===== src/rtl/pcrl_pkg.sv =====
// Constants, register map and field layout of the configuration row store
package pcrl_pkg;
   // ------------------------------------------------------------------
   // Row address map
   // ------------------------------------------------------------------
   localparam int         ROW_W          = 6;        // Row address width
   localparam int         ARRAY_ROWS     = 32;       // Logic array rows 0..31
   localparam int         ROW_BITS       = 64;       // Bits per array/signature row
   localparam int         ACW_BITS       = 82;       // Architecture control word width
   localparam logic [5:0] ROW_SIG        = 6'h20;    // Signature row 32
   localparam logic [5:0] ROW_RSV_LO     = 6'h21;    // First maker row 33
   localparam logic [5:0] ROW_RSV_HI     = 6'h3B;    // Last maker row 59
   localparam logic [5:0] ROW_ACW        = 6'h3C;    // Control word row 60
   localparam logic [5:0] ROW_SEC        = 6'h3D;    // Security cell row 61
   localparam logic [5:0] ROW_SPARE      = 6'h3E;    // Unassigned row 62, refused
   localparam logic [5:0] ROW_ERASE      = 6'h3F;    // Bulk erase row 63
   localparam logic       ERASED_BIT     = 1'b0;     // Virgin cell value
   localparam logic [63:0] LOCKED_WORD   = 64'hA5A5_A5A5_A5A5_A5A5; // Read of locked rows
   // ------------------------------------------------------------------
   // Control word fields
   // ------------------------------------------------------------------
   localparam int POL_LSB   = 0;   // Eight polarity bits [7:0]
   localparam int CELL_LSB  = 8;   // Per-cell configuration bits [15:8]
   localparam int MODE0_BIT = 16;  // Mode select bit zero
   localparam int REGSEL_BIT = 17; // Mode select bit one; set with bit zero selects complex
   localparam int N_CELLS   = 8;   // Output macrocells
   typedef enum logic [1:0] {PCRL_SIMPLE, PCRL_COMPLEX, PCRL_REGISTERED} pcrl_mode_t;
   // ------------------------------------------------------------------
   // APB register offsets
   // ------------------------------------------------------------------
   localparam logic [7:0] OFS_ROW    = 8'h00;  // Row address
   localparam logic [7:0] OFS_CMD    = 8'h04;  // Command strobes
   localparam logic [7:0] OFS_DATA0  = 8'h08;  // Row data bits 31:0
   localparam logic [7:0] OFS_DATA1  = 8'h0C;  // Row data bits 63:32
   localparam logic [7:0] OFS_DATA2  = 8'h10;  // Row data bits 81:64
   localparam logic [7:0] OFS_STATUS = 8'h14;  // Status
   localparam logic [7:0] OFS_OUTQ   = 8'h18;  // Output register states
   localparam int CMD_PROG_BIT = 0;            // Program row
   localparam int CMD_READ_BIT = 1;            // Verify row into data
   localparam int ST_DONE_BIT  = 0;            // Power-up reset finished
   localparam int ST_SEC_BIT   = 1;            // Security cell programmed
   localparam int ST_ERR_BIT   = 2;            // Refused row access (sticky)
   localparam int ST_PRE_BIT   = 3;            // Preload mode active
   localparam int ST_MODE_LSB  = 4;            // Macrocell mode, 2 bits
   // ------------------------------------------------------------------
   // Timing
   // ------------------------------------------------------------------
   localparam int CLK_PERIOD_NS = 100;         // CORE_CLK period
   localparam int RESET_TIME_US = 10;          // Power-up reset time
   localparam int RESET_CYCLES  = (RESET_TIME_US * 1000) / CLK_PERIOD_NS; // Longest: floor
endpackage


===== src/rtl/pcrl_core.sv =====
// Configuration row store, register preload and power-up reset
`timescale 1ns/100ps
// Functional notes
// - 32 array rows of 64 bits
// - Row 32 holds user signature word
// - Rows 33-59 refused for program and read
// - Row 60 holds 82-bit control word
// - Eight independent output polarity bits
// - Security cell blocks array row readback
// - Signature readable regardless of security
// - Security cleared only by bulk erase or RST
// - Row 63 program erases everything
// - Preload forces register states synchronously
// - High-voltage pin enables serial buffers
// - One bit per shift clock rise
// - Only registered cells join chain
// - Chain fills from bottom upward
// - Power-up reset clears registers in 10us
// - Reset registered pins show high
// - One mode shared by all cells
// - Common enable for registered outputs
module pcrl_core (
   input  wire logic        CORE_CLK,       // Core clock
   input  wire logic        RST,            // Asynchronous reset, high
   input  wire logic        PSEL,           // APB select
   input  wire logic        PENABLE,        // APB enable
   input  wire logic        PWRITE,         // APB direction
   input  wire logic [7:0]  PADDR,          // APB byte address
   input  wire logic [31:0] PWDATA,         // APB write data
   output logic             PREADY,         // APB ready
   output logic [31:0]      PRDATA,         // APB read data
   output logic             PSLVERR,        // APB error
   input  wire logic        PRELOAD_HIGH_VOLTAGE_PIN, // Preload entry level
   input  wire logic        PRELOAD_SHIFT_CLOCK,      // Tester shift clock
   input  wire logic        SERIAL_PRELOAD_IN,        // Tester serial data
   output logic             SERIAL_PRELOAD_OUT,       // Serial data out
   output logic             SERIAL_PRELOAD_OUT_EN,    // Serial out buffer enable
   input  wire logic [7:0]  NEXT_STATE_IN,  // Sum terms to registers
   input  wire logic [7:0]  COMB_TERM_IN,   // Sum terms of combinational cells
   input  wire logic [7:0]  TERM_OE_IN,     // Per-cell enable product terms
   input  wire logic        OE_N_IN,        // Common output enable, low
   output logic [7:0]       OUT_PIN,        // Macrocell output values
   output logic [7:0]       OUT_EN          // Macrocell output enables
);
   import pcrl_pkg::*;

   // ------------------------------------------------------------------
   // Decode helpers
   // ------------------------------------------------------------------
   // One mode for the whole device; the unused code falls back to simple
   function automatic pcrl_mode_t mode_of(input logic [ACW_BITS-1:0] w);
      if (!w[REGSEL_BIT] && w[MODE0_BIT])
         return PCRL_REGISTERED;
      else if (w[REGSEL_BIT] && w[MODE0_BIT])
         return PCRL_COMPLEX;
      else
         return PCRL_SIMPLE;
   endfunction

   // Cells acting as registers: registered mode and config bit clear
   function automatic logic [N_CELLS-1:0] reg_mask(input logic [ACW_BITS-1:0] w);
      if (mode_of(w) == PCRL_REGISTERED)
         return ~w[CELL_LSB +: N_CELLS];
      else
         return '0;
   endfunction

   // Rows that software may not touch: maker rows and the spare row
   function automatic logic is_reserved(input logic [ROW_W-1:0] r);
      return (r >= ROW_RSV_LO && r <= ROW_RSV_HI) || r == ROW_SPARE;
   endfunction

   // ------------------------------------------------------------------
   // Storage and state
   // ------------------------------------------------------------------
   logic [ROW_BITS-1:0] array_row [ARRAY_ROWS]; // Logic array, not reset
   logic [ROW_BITS-1:0] signature;              // User signature word
   logic [ACW_BITS-1:0] acw;                    // Architecture control word
   logic                secure;                 // Security cell
   logic [ROW_W-1:0]    row_addr;               // Selected row
   logic [ACW_BITS-1:0] data_buf;               // Row data staging
   logic                refused;                // Sticky refusal flag
   logic [N_CELLS-1:0]  q;                      // Output registers
   logic [7:0]          rst_cnt;                // Power-up reset counter
   logic                rst_done;               // Registers may clock
   logic [2:0]          hv_sync, sck_sync, sdi_sync; // Pin synchronisers
   logic                hv_stable, sck_stable, sdi_stable; // Filtered levels
   logic                sck_rise;               // Shift clock rising edge
   logic                wr_en, rd_en;           // APB write completing, read in wait state
   logic                prog_stb, read_stb;     // Command strobes
   logic [N_CELLS-1:0]  regd;                   // Registered cell mask
   pcrl_mode_t          mode;                   // Current device mode

   assign mode     = mode_of(acw);
   assign regd     = reg_mask(acw);
   assign wr_en    = PSEL && PENABLE && PREADY && PWRITE;
   assign rd_en    = PSEL && PENABLE && !PREADY && !PWRITE;
   assign prog_stb = wr_en && PADDR == OFS_CMD && PWDATA[CMD_PROG_BIT];
   assign read_stb = wr_en && PADDR == OFS_CMD && PWDATA[CMD_READ_BIT];

   // ------------------------------------------------------------------
   // APB slave: one wait state, ready and data from flip-flops
   // ------------------------------------------------------------------
   always_ff @(posedge CORE_CLK or posedge RST) begin
      if (RST) begin
         PREADY  <= 1'b0;
         PRDATA  <= '0;
         PSLVERR <= 1'b0;
      end else if (PSEL && PENABLE && !PREADY) begin
         PREADY  <= 1'b1;
         PSLVERR <= !(PADDR inside {OFS_ROW, OFS_CMD, OFS_DATA0, OFS_DATA1,
                                    OFS_DATA2, OFS_STATUS, OFS_OUTQ});
         PRDATA  <= '0;
         if (rd_en) begin
            unique case (PADDR)
               OFS_ROW:    PRDATA <= {26'h0, row_addr};
               OFS_DATA0:  PRDATA <= data_buf[31:0];
               OFS_DATA1:  PRDATA <= data_buf[63:32];
               OFS_DATA2:  PRDATA <= {14'h0, data_buf[ACW_BITS-1:64]};
               OFS_STATUS: PRDATA <= {26'h0, mode, hv_stable, refused, secure, rst_done};
               OFS_OUTQ:   PRDATA <= {24'h0, q};
               default:    PRDATA <= '0;   // Command and unmapped read zero
            endcase
         end
      end else begin
         PREADY  <= 1'b0;
         PSLVERR <= 1'b0;
      end
   end

   // Row address register
   always_ff @(posedge CORE_CLK or posedge RST) begin
      if (RST)
         row_addr <= '0;
      else if (wr_en && PADDR == OFS_ROW)
         row_addr <= PWDATA[ROW_W-1:0];
   end

   // ------------------------------------------------------------------
   // Data staging: software writes, verify reads fill it
   // ------------------------------------------------------------------
   always_ff @(posedge CORE_CLK or posedge RST) begin
      if (RST) begin
         data_buf <= '0;
      end else if (read_stb) begin
         data_buf <= '0;
         if (row_addr < ROW_SIG) begin
            if (secure)
               data_buf[63:0] <= LOCKED_WORD;
            else
               data_buf[63:0] <= array_row[row_addr[4:0]];
         end else if (row_addr == ROW_SIG)
            data_buf[63:0] <= signature;
         else if (row_addr == ROW_ACW)
            data_buf <= acw;
         else if (row_addr == ROW_SEC)
            data_buf[0] <= secure;
      end else if (wr_en) begin
         if (PADDR == OFS_DATA0) data_buf[31:0] <= PWDATA;
         if (PADDR == OFS_DATA1) data_buf[63:32] <= PWDATA;
         if (PADDR == OFS_DATA2) data_buf[ACW_BITS-1:64] <= PWDATA[17:0];
      end
   end

   // Refusal flag: a new refusal wins over a clear of the same cycle
   always_ff @(posedge CORE_CLK or posedge RST) begin
      if (RST)
         refused <= 1'b0;
      else if ((prog_stb || read_stb) && is_reserved(row_addr))
         refused <= 1'b1;
      else if (wr_en && PADDR == OFS_STATUS && PWDATA[ST_ERR_BIT])
         refused <= 1'b0;
   end

   // ------------------------------------------------------------------
   // Nonvolatile rows: program and bulk erase
   // ------------------------------------------------------------------
   // The array keeps no reset, as a real store would; erase it first
   always_ff @(posedge CORE_CLK) begin
      if (prog_stb && row_addr == ROW_ERASE) begin
         for (int i = 0; i < ARRAY_ROWS; i++)
            array_row[i] <= {ROW_BITS{ERASED_BIT}};
      end else if (prog_stb && row_addr < ROW_SIG)
         array_row[row_addr[4:0]] <= data_buf[63:0];
   end

   // Signature, control word and security cell
   always_ff @(posedge CORE_CLK or posedge RST) begin
      if (RST) begin
         signature <= {ROW_BITS{ERASED_BIT}};
         acw       <= {ACW_BITS{ERASED_BIT}};
         secure    <= ERASED_BIT;
      end else if (prog_stb) begin
         unique case (row_addr)
            ROW_ERASE: begin
               signature <= {ROW_BITS{ERASED_BIT}};
               acw       <= {ACW_BITS{ERASED_BIT}};
               secure    <= ERASED_BIT;
            end
            ROW_SIG:   signature <= data_buf[63:0];
            ROW_ACW:   acw <= data_buf;
            ROW_SEC:   secure <= secure | data_buf[0];
            default:   ;
         endcase
      end
   end

   // ------------------------------------------------------------------
   // Power-up reset timer
   // ------------------------------------------------------------------
   // Output register clocks before expiry are ignored, so an early edge cannot upset q
   always_ff @(posedge CORE_CLK or posedge RST) begin
      if (RST) begin
         rst_cnt  <= '0;
         rst_done <= 1'b0;
      end else if (!rst_done) begin
         rst_cnt  <= rst_cnt + 8'h01;
         rst_done <= (rst_cnt == 8'(RESET_CYCLES - 1));
      end
   end

   // ------------------------------------------------------------------
   // Preload pin synchronisers: change taken when stages two and three agree
   // ------------------------------------------------------------------
   always_ff @(posedge CORE_CLK or posedge RST) begin
      if (RST) begin
         hv_sync  <= '0;
         sck_sync <= '0;
         sdi_sync <= '0;
      end else begin
         hv_sync  <= {hv_sync[1:0], PRELOAD_HIGH_VOLTAGE_PIN};
         sck_sync <= {sck_sync[1:0], PRELOAD_SHIFT_CLOCK};
         sdi_sync <= {sdi_sync[1:0], SERIAL_PRELOAD_IN};
      end
   end

   // Filtered levels
   always_ff @(posedge CORE_CLK or posedge RST) begin
      if (RST) begin
         hv_stable  <= 1'b0;
         sck_stable <= 1'b0;
         sdi_stable <= 1'b0;
      end else begin
         if (hv_sync[1] == hv_sync[2])   hv_stable  <= hv_sync[2];
         if (sck_sync[1] == sck_sync[2]) sck_stable <= sck_sync[2];
         if (sdi_sync[1] == sdi_sync[2]) sdi_stable <= sdi_sync[2];
      end
   end

   assign sck_rise = hv_stable && !sck_stable &&
                     sck_sync[1] == sck_sync[2] && sck_sync[2];

   // ------------------------------------------------------------------
   // Output registers: reset, preload chain, normal capture
   // ------------------------------------------------------------------
   // Chain runs through registered cells only, bit enters the bottom cell
   always_ff @(posedge CORE_CLK or posedge RST) begin
      logic carry;
      carry = 1'b0;
      if (RST) begin
         q                  <= '0;
         SERIAL_PRELOAD_OUT <= 1'b0;
      end else if (!rst_done) begin
         q                  <= '0;
         SERIAL_PRELOAD_OUT <= 1'b0;
      end else if (hv_stable) begin
         if (sck_rise) begin
            carry = sdi_stable;
            for (int i = 0; i < N_CELLS; i++) begin
               if (regd[i]) begin
                  q[i]  <= carry;
                  carry = q[i];
               end
            end
            SERIAL_PRELOAD_OUT <= carry;
         end
      end else begin
         q <= (q & ~regd) | (NEXT_STATE_IN & regd);
      end
   end

   // Serial out buffer enabled only with the entry level present
   always_ff @(posedge CORE_CLK or posedge RST) begin
      if (RST)
         SERIAL_PRELOAD_OUT_EN <= 1'b0;
      else
         SERIAL_PRELOAD_OUT_EN <= hv_stable;
   end

   // ------------------------------------------------------------------
   // Output pins and enables
   // ------------------------------------------------------------------
   // Registered pins show the inverted register, so a reset reads high
   always_ff @(posedge CORE_CLK or posedge RST) begin
      if (RST) begin
         OUT_PIN <= '0;
         OUT_EN  <= '0;
      end else begin
         for (int i = 0; i < N_CELLS; i++) begin
            if (regd[i]) begin
               OUT_PIN[i] <= ~q[i];
               OUT_EN[i]  <= !OE_N_IN;
            end else begin
               OUT_PIN[i] <= COMB_TERM_IN[i] ^ acw[POL_LSB + i];
               OUT_EN[i]  <= (mode == PCRL_SIMPLE) ? 1'b1 : TERM_OE_IN[i];
            end
         end
      end
   end
endmodule


===== config.mk =====
export PLATFORM = sky130hd
export DESIGN_NAME = pcrl_core
export DESIGN_NICKNAME = d
export VERILOG_FILES = /design/src/rtl/pcrl_pkg.sv /design/src/rtl/pcrl_core.sv
export SDC_FILE = /design/constraint.sdc
export NUM_CORES = 2
export LEC_CHECK = 0
export CORE_AREA = 2 2 357 535
export CTS_CLUSTER_SIZE = 8
export DETAILED_ROUTE_END_ITERATION = 8
export DIE_AREA = 0 0 359 537
export DONT_BUFFER_PORTS = 1
export GPL_ROUTABILITY_DRIVEN = 0
export PLACE_DENSITY = 0.76
export SLEW_MARGIN = 20
export SYNTH_ARGS = -nofsm -noshare
export SYNTH_HDL_FRONTEND = slang
export SYNTH_SLANG_ARGS = --single-unit

===== constraint.sdc =====
create_clock -name CORE_CLK -period 10.17 [get_ports CORE_CLK]
set_input_delay 2.034 -clock CORE_CLK [delete_from_list [all_inputs] [get_ports CORE_CLK]]
set_output_delay 2.034 -clock CORE_CLK [all_outputs]
set_load 0.1 [all_outputs]

; ---- Word-level counts from Yosys, hierarchy flattened
; Memory sizes are Yosys's and may differ from the RTL's.
; Index checks and enable logic that the tools add are counted.
[word_totals]
ram_bits = 2048
regBits = 317
latch_bits = 0
input_bits = 73
rom_bits = 0
wordCells = 223
out_inout_bits = 52
mem_count = 1
[memory_table]
columns = memory, words, word_bits, rd, rd_ports_with_merged_regs, write_ports, line
row1 = array_row, 32, 64, 1, 0, 32, pcrl_core.sv:76  ; logic [ROW_BITS-1:0] array_row [ARRAY_ROWS];
[op_classes]
n_shift = 0
muxes = 83
eq_ne = 27
bitwise = 22
order_cmp = 3
reduce_logical = 55
addsub = 1
n_mul = 0
div_mod_pow = 0
[ops]
columns = cell, n
row1 = 2-to-1 mux 64 bit, 4
row2 = one-hot mux 32 bit (6 select lines), 1
row3 = 2-to-1 mux 82 bit, 2
row4 = one-hot mux 82 bit (2 select lines), 1
row5 = one-hot mux 64 bit (2 select lines), 1
row6 = 2-to-1 mux 32 bit, 3
row7 = 2-to-1 mux 81 bit, 1
row8 = OR reduction 64 bit, 1
row9 = 2-to-1 mux 1 bit, 60
row10 = 2-to-1 mux 18 bit, 3
row11 = 2-to-1 mux 8 bit, 4
row12 = equality test 6 bit (second input constant), 5
row13 = AND reduction 2 bit, 15
row14 = != test 3 x 2 -> 1 bit (second input constant), 9
row15 = equality test 8 x 5 -> 1 bit (second input constant), 3
row16 = logical AND 1 bit, 20
row17 = bitwise AND 8 bit, 2
row18 = equality test 8 x 4 -> 1 bit (second input constant), 2
row19 = inverter 8 bit, 2
row20 = nonzero test 2 bit, 8
row21 = adder 8 x 1 -> 8 bit (second input constant), 1
row22 = equality test 8 x 3 -> 1 bit (second input constant), 1
row23 = equality test 8 x 7 -> 1 bit (second input constant), 1
row24 = zero test 8 bit, 1
row25 = other kinds (17), 40

; ---- Logic depth before layout (Yosys ltp)
[logic_depth]
word_depth = 19
ltp_mapped = 13
mapped_depth_nobuf = 6

; ---- Worst setup path after synthesis
; OpenSTA, ideal clock, no wires.
[synth_path]
path_type = input to register
start = in PADDR[1]
end = mem array_row[0][0], enable pin
arrival_ns = 7.608
required_time_ns = 9.596
path_slack_ns = 1.988
cell_stages = 6
setup_ns = 0.574
n_path_buf = 1
path_cell_list = nor4_4 > and3_1 > buf_2 > and4_4 > nand2_1 > o21ai_0
[synth_rtl]
columns = item, line
row1 = from (decl), pcrl_core.sv:28  ; input wire logic [7:0] PADDR,
row2 = to (decl), pcrl_core.sv:76

==> flow_summary.ini <==
[yosys]
yosysTopAreaCellShare = 0.567
syn_inst = 7620
synthTopCellsByCount = and3_1 (2063), edfxtp_1 (2048), clkbuf_1 (603), mux4_2 (397), mux2i_1 (354)
synth_ff_type = edfxtp_1
synth_edf_count = 2048
synth_sequential_area_ratio = 0.640
syn-num-nets = 7694
yosys_warnings = 0
synth_top_cell_by_area = edfxtp_1
async_reset_ff_frac = 0.134
yosysMostFrequentCell = and3_1
synth.avg_cell_area_um2 = 14.2
ys_ff_latch = 2365
syn_area_mm2 = 0.109
synth_cell_types = 87
yosys-top-cells-area = edfxtp_1 (57%), and3_1 (12%), mux4_2 (8.2%)

[placement]
post-dp-hpwl_mm = 189
portBuffers = 0
dp_cells = 9265
placed_cell_area_mm2 = 0.109

[sta]
setup-tns-final_ns = 0
final_hold_viol_count = 0
min_period_ns = 5.99
period_share = 0.589
rsz0062_at_grt = false
relSlewSlack = 0.163
max_freq_mhz = 167
drv_slew = 0
tightestPinTransition_ns = 1.24
setup_viol = 0
finClkSkew_ns = 0.0501

[floorplan]
die_h_um = 537
start_util = 0.577
fp.dieW_um = 359
std_cell_rows = 195
io_pins = 125
coreArea_mm2 = 0.188
die_area_mm2 = 0.193

[setup_path]
worst_path_largest_cell_delay_ns = 0.79
cp_common_cell = buf_4
critPathArrivalTime_ns = 6.46
cp_cell_sequence = nor2_1, and3_1, nand4_2, nor2_4, buf_4, nand2_1, nand2_4, buf_4
crit_slowest_cell = buf_4
end_kind = flop
reg2reg_slack_ns = 4.42
worst-path-max-fanout = 73
critPathKind = in2reg
cp.required_ns = 10.63
start_kind = primary input

[cells_and_area]
fin_cells = 9700
fillers = 12900
layout.nets = 7219
area_growth_pct = 8.92
drive_gt1_frac = 0.152
design_area_mm2 = 0.118
multi_input_area_mm2 = 0.0347
final_util = 0.628
seq_area_mm2 = 0.0695

[cts]
postCtsSetupBuffers = 0
cts_buffers = 337
cts_resized = 0
ctsHoldBuffers = 0
insertion_delay_ns = 0.86
cts.sinks = 2365
htreeDepth = 5
cts_max_path_buffers = 4
root_buffer = clkbuf_16
cts_tree = built
path_clk_slew_ns = 0.05

[global_routing]
grt_pass1_wl_mm = 499
gr-total-overflow = 0
antenna_found_initial = 14
grt_max_degree = 228
grt_pass1_vias = 71500
grt_util_all_layers = 0.356

[run_status]
status = finished clean

[detailed_routing]
drt-initial-drc-count = 12600
wl_per_cell_um = 36.0
met2WireLength_mm = 158
drc = 0
top_layer = met5
postRouteAntennaNets = 0
vias = 72600
dr_wl_met3_mm = 52.2
routed_via_density = 7.48
wirelength_mm = 349
drt-met1-wl_mm = 109
firstDrtPassIters = 9

[worst_hold_path]
holdCritPathClass = reg2reg

[power_and_ir_drop]
powerDensity_mw_per_mm2 = 174
power.leakage_nw = 45.1
peakVddDrop_uv = 128
finalPower_mw = 20.6

[flow_run]
maxCapViolCount = 0
[final timing paths]
path	from	to	cells after the start
worst max register to register	PREADY	array_row[18][34]	8
worst max-delay path	PADDR[7]	array_row[18][34]	8
max in group asynchronous	RST	row_addr[1]	4
worst min register to register	sck_sync[0]	sck_sync[1]	0
worst min-delay path	sck_sync[0]	sck_sync[1]	0
min in group asynchronous	RST	acw[12]	2
[cell type report]
cell class | instances | share of cell area
diodes | 13 | 0.000275
clock buffers | 403 | 0.0747
clock inverters | 16 | 0.00181
inverters | 13 | 0.000497
multi-input cells | 4218 | 0.294
flip-flops and latches | 2365 | 0.588
well taps | 2462 | 0.0261
repair buffers | 210 | 0.0152
[through the flow]
stage	hold WS (ns)	worst slack (ns)
finish	0.356	4.18
global route	0.369	4.17
CTS	0.358	4.41
detailed placement	0.336	3.57
global placement	0.346	3.69
floorplan	0.331	1.99
[cells in the final DEF, fill, tap and decap left out, drive strengths merged, types with 13 or more instances in the layout]
master / synthesis / routed
and3: 2063 / 2063
diode: 0 / 13
a31oi: 35 / 35
a22oi: 77 / 77
mux2: 28 / 28
nand3: 47 / 47
nand2: 234 / 234
mux2i: 354 / 354
buf: 351 / 209
a21oi: 116 / 116
o22ai: 88 / 88
edfxtp: 2048 / 2048
mux4: 397 / 397
a22o: 188 / 188
dfrtp: 317 / 317
nor2: 124 / 124
nor2b: 16 / 16
inv: 11 / 18
o21ai: 127 / 127
nor4: 13 / 13
clkbuf: 673 / 404
a221oi: 54 / 54
nor3: 33 / 33
a221o: 14 / 14
[state kept, by name (all words and copies together) (netlist names), 32 cells and up]
| name | cells |
|---|---|
| PRDATA | 32 |
| acw | 82 |
| array_row | 2048 |
| data_buf | 82 |
| signature | 64 |
[layer usage]
layer / up-vias / global-route usage
li1: 28500 / -
met1: 36000 / 0.431
met2: 6454 / 0.545
met3: 1552 / 0.110
met4: 8 / 0.259
met5: - / 0
[critical path: cells and delay by family]
kind                   cells  cell delay, ns
buffers and inverters      2            1.42
AND/OR/NAND/NOR            6            2.87
[cell families after synthesis]
logic type / share of synthesized area
buf+inv: 0.0446
flops: 0.640
mux: 0.118
xor+xnor: 0.00129
compound gates: 0.0541
fa+ha+maj: 0.000392
simple gates: 0.142
[where the power goes]
part | internal, mW | leakage, nW | switching (mW) | total [mW]
Combinational | 0.0373 | 19.6 | 0.106 | 0.144
Sequential | 10.4 | 21.1 | 0.0339 | 10.5
Clock | 6.01 | 4.41 | 3.97 | 9.98
Total | 16.5 | 45.1 | 4.11 | 20.6
No activity file was read; power rests on OpenSTA's default activity.
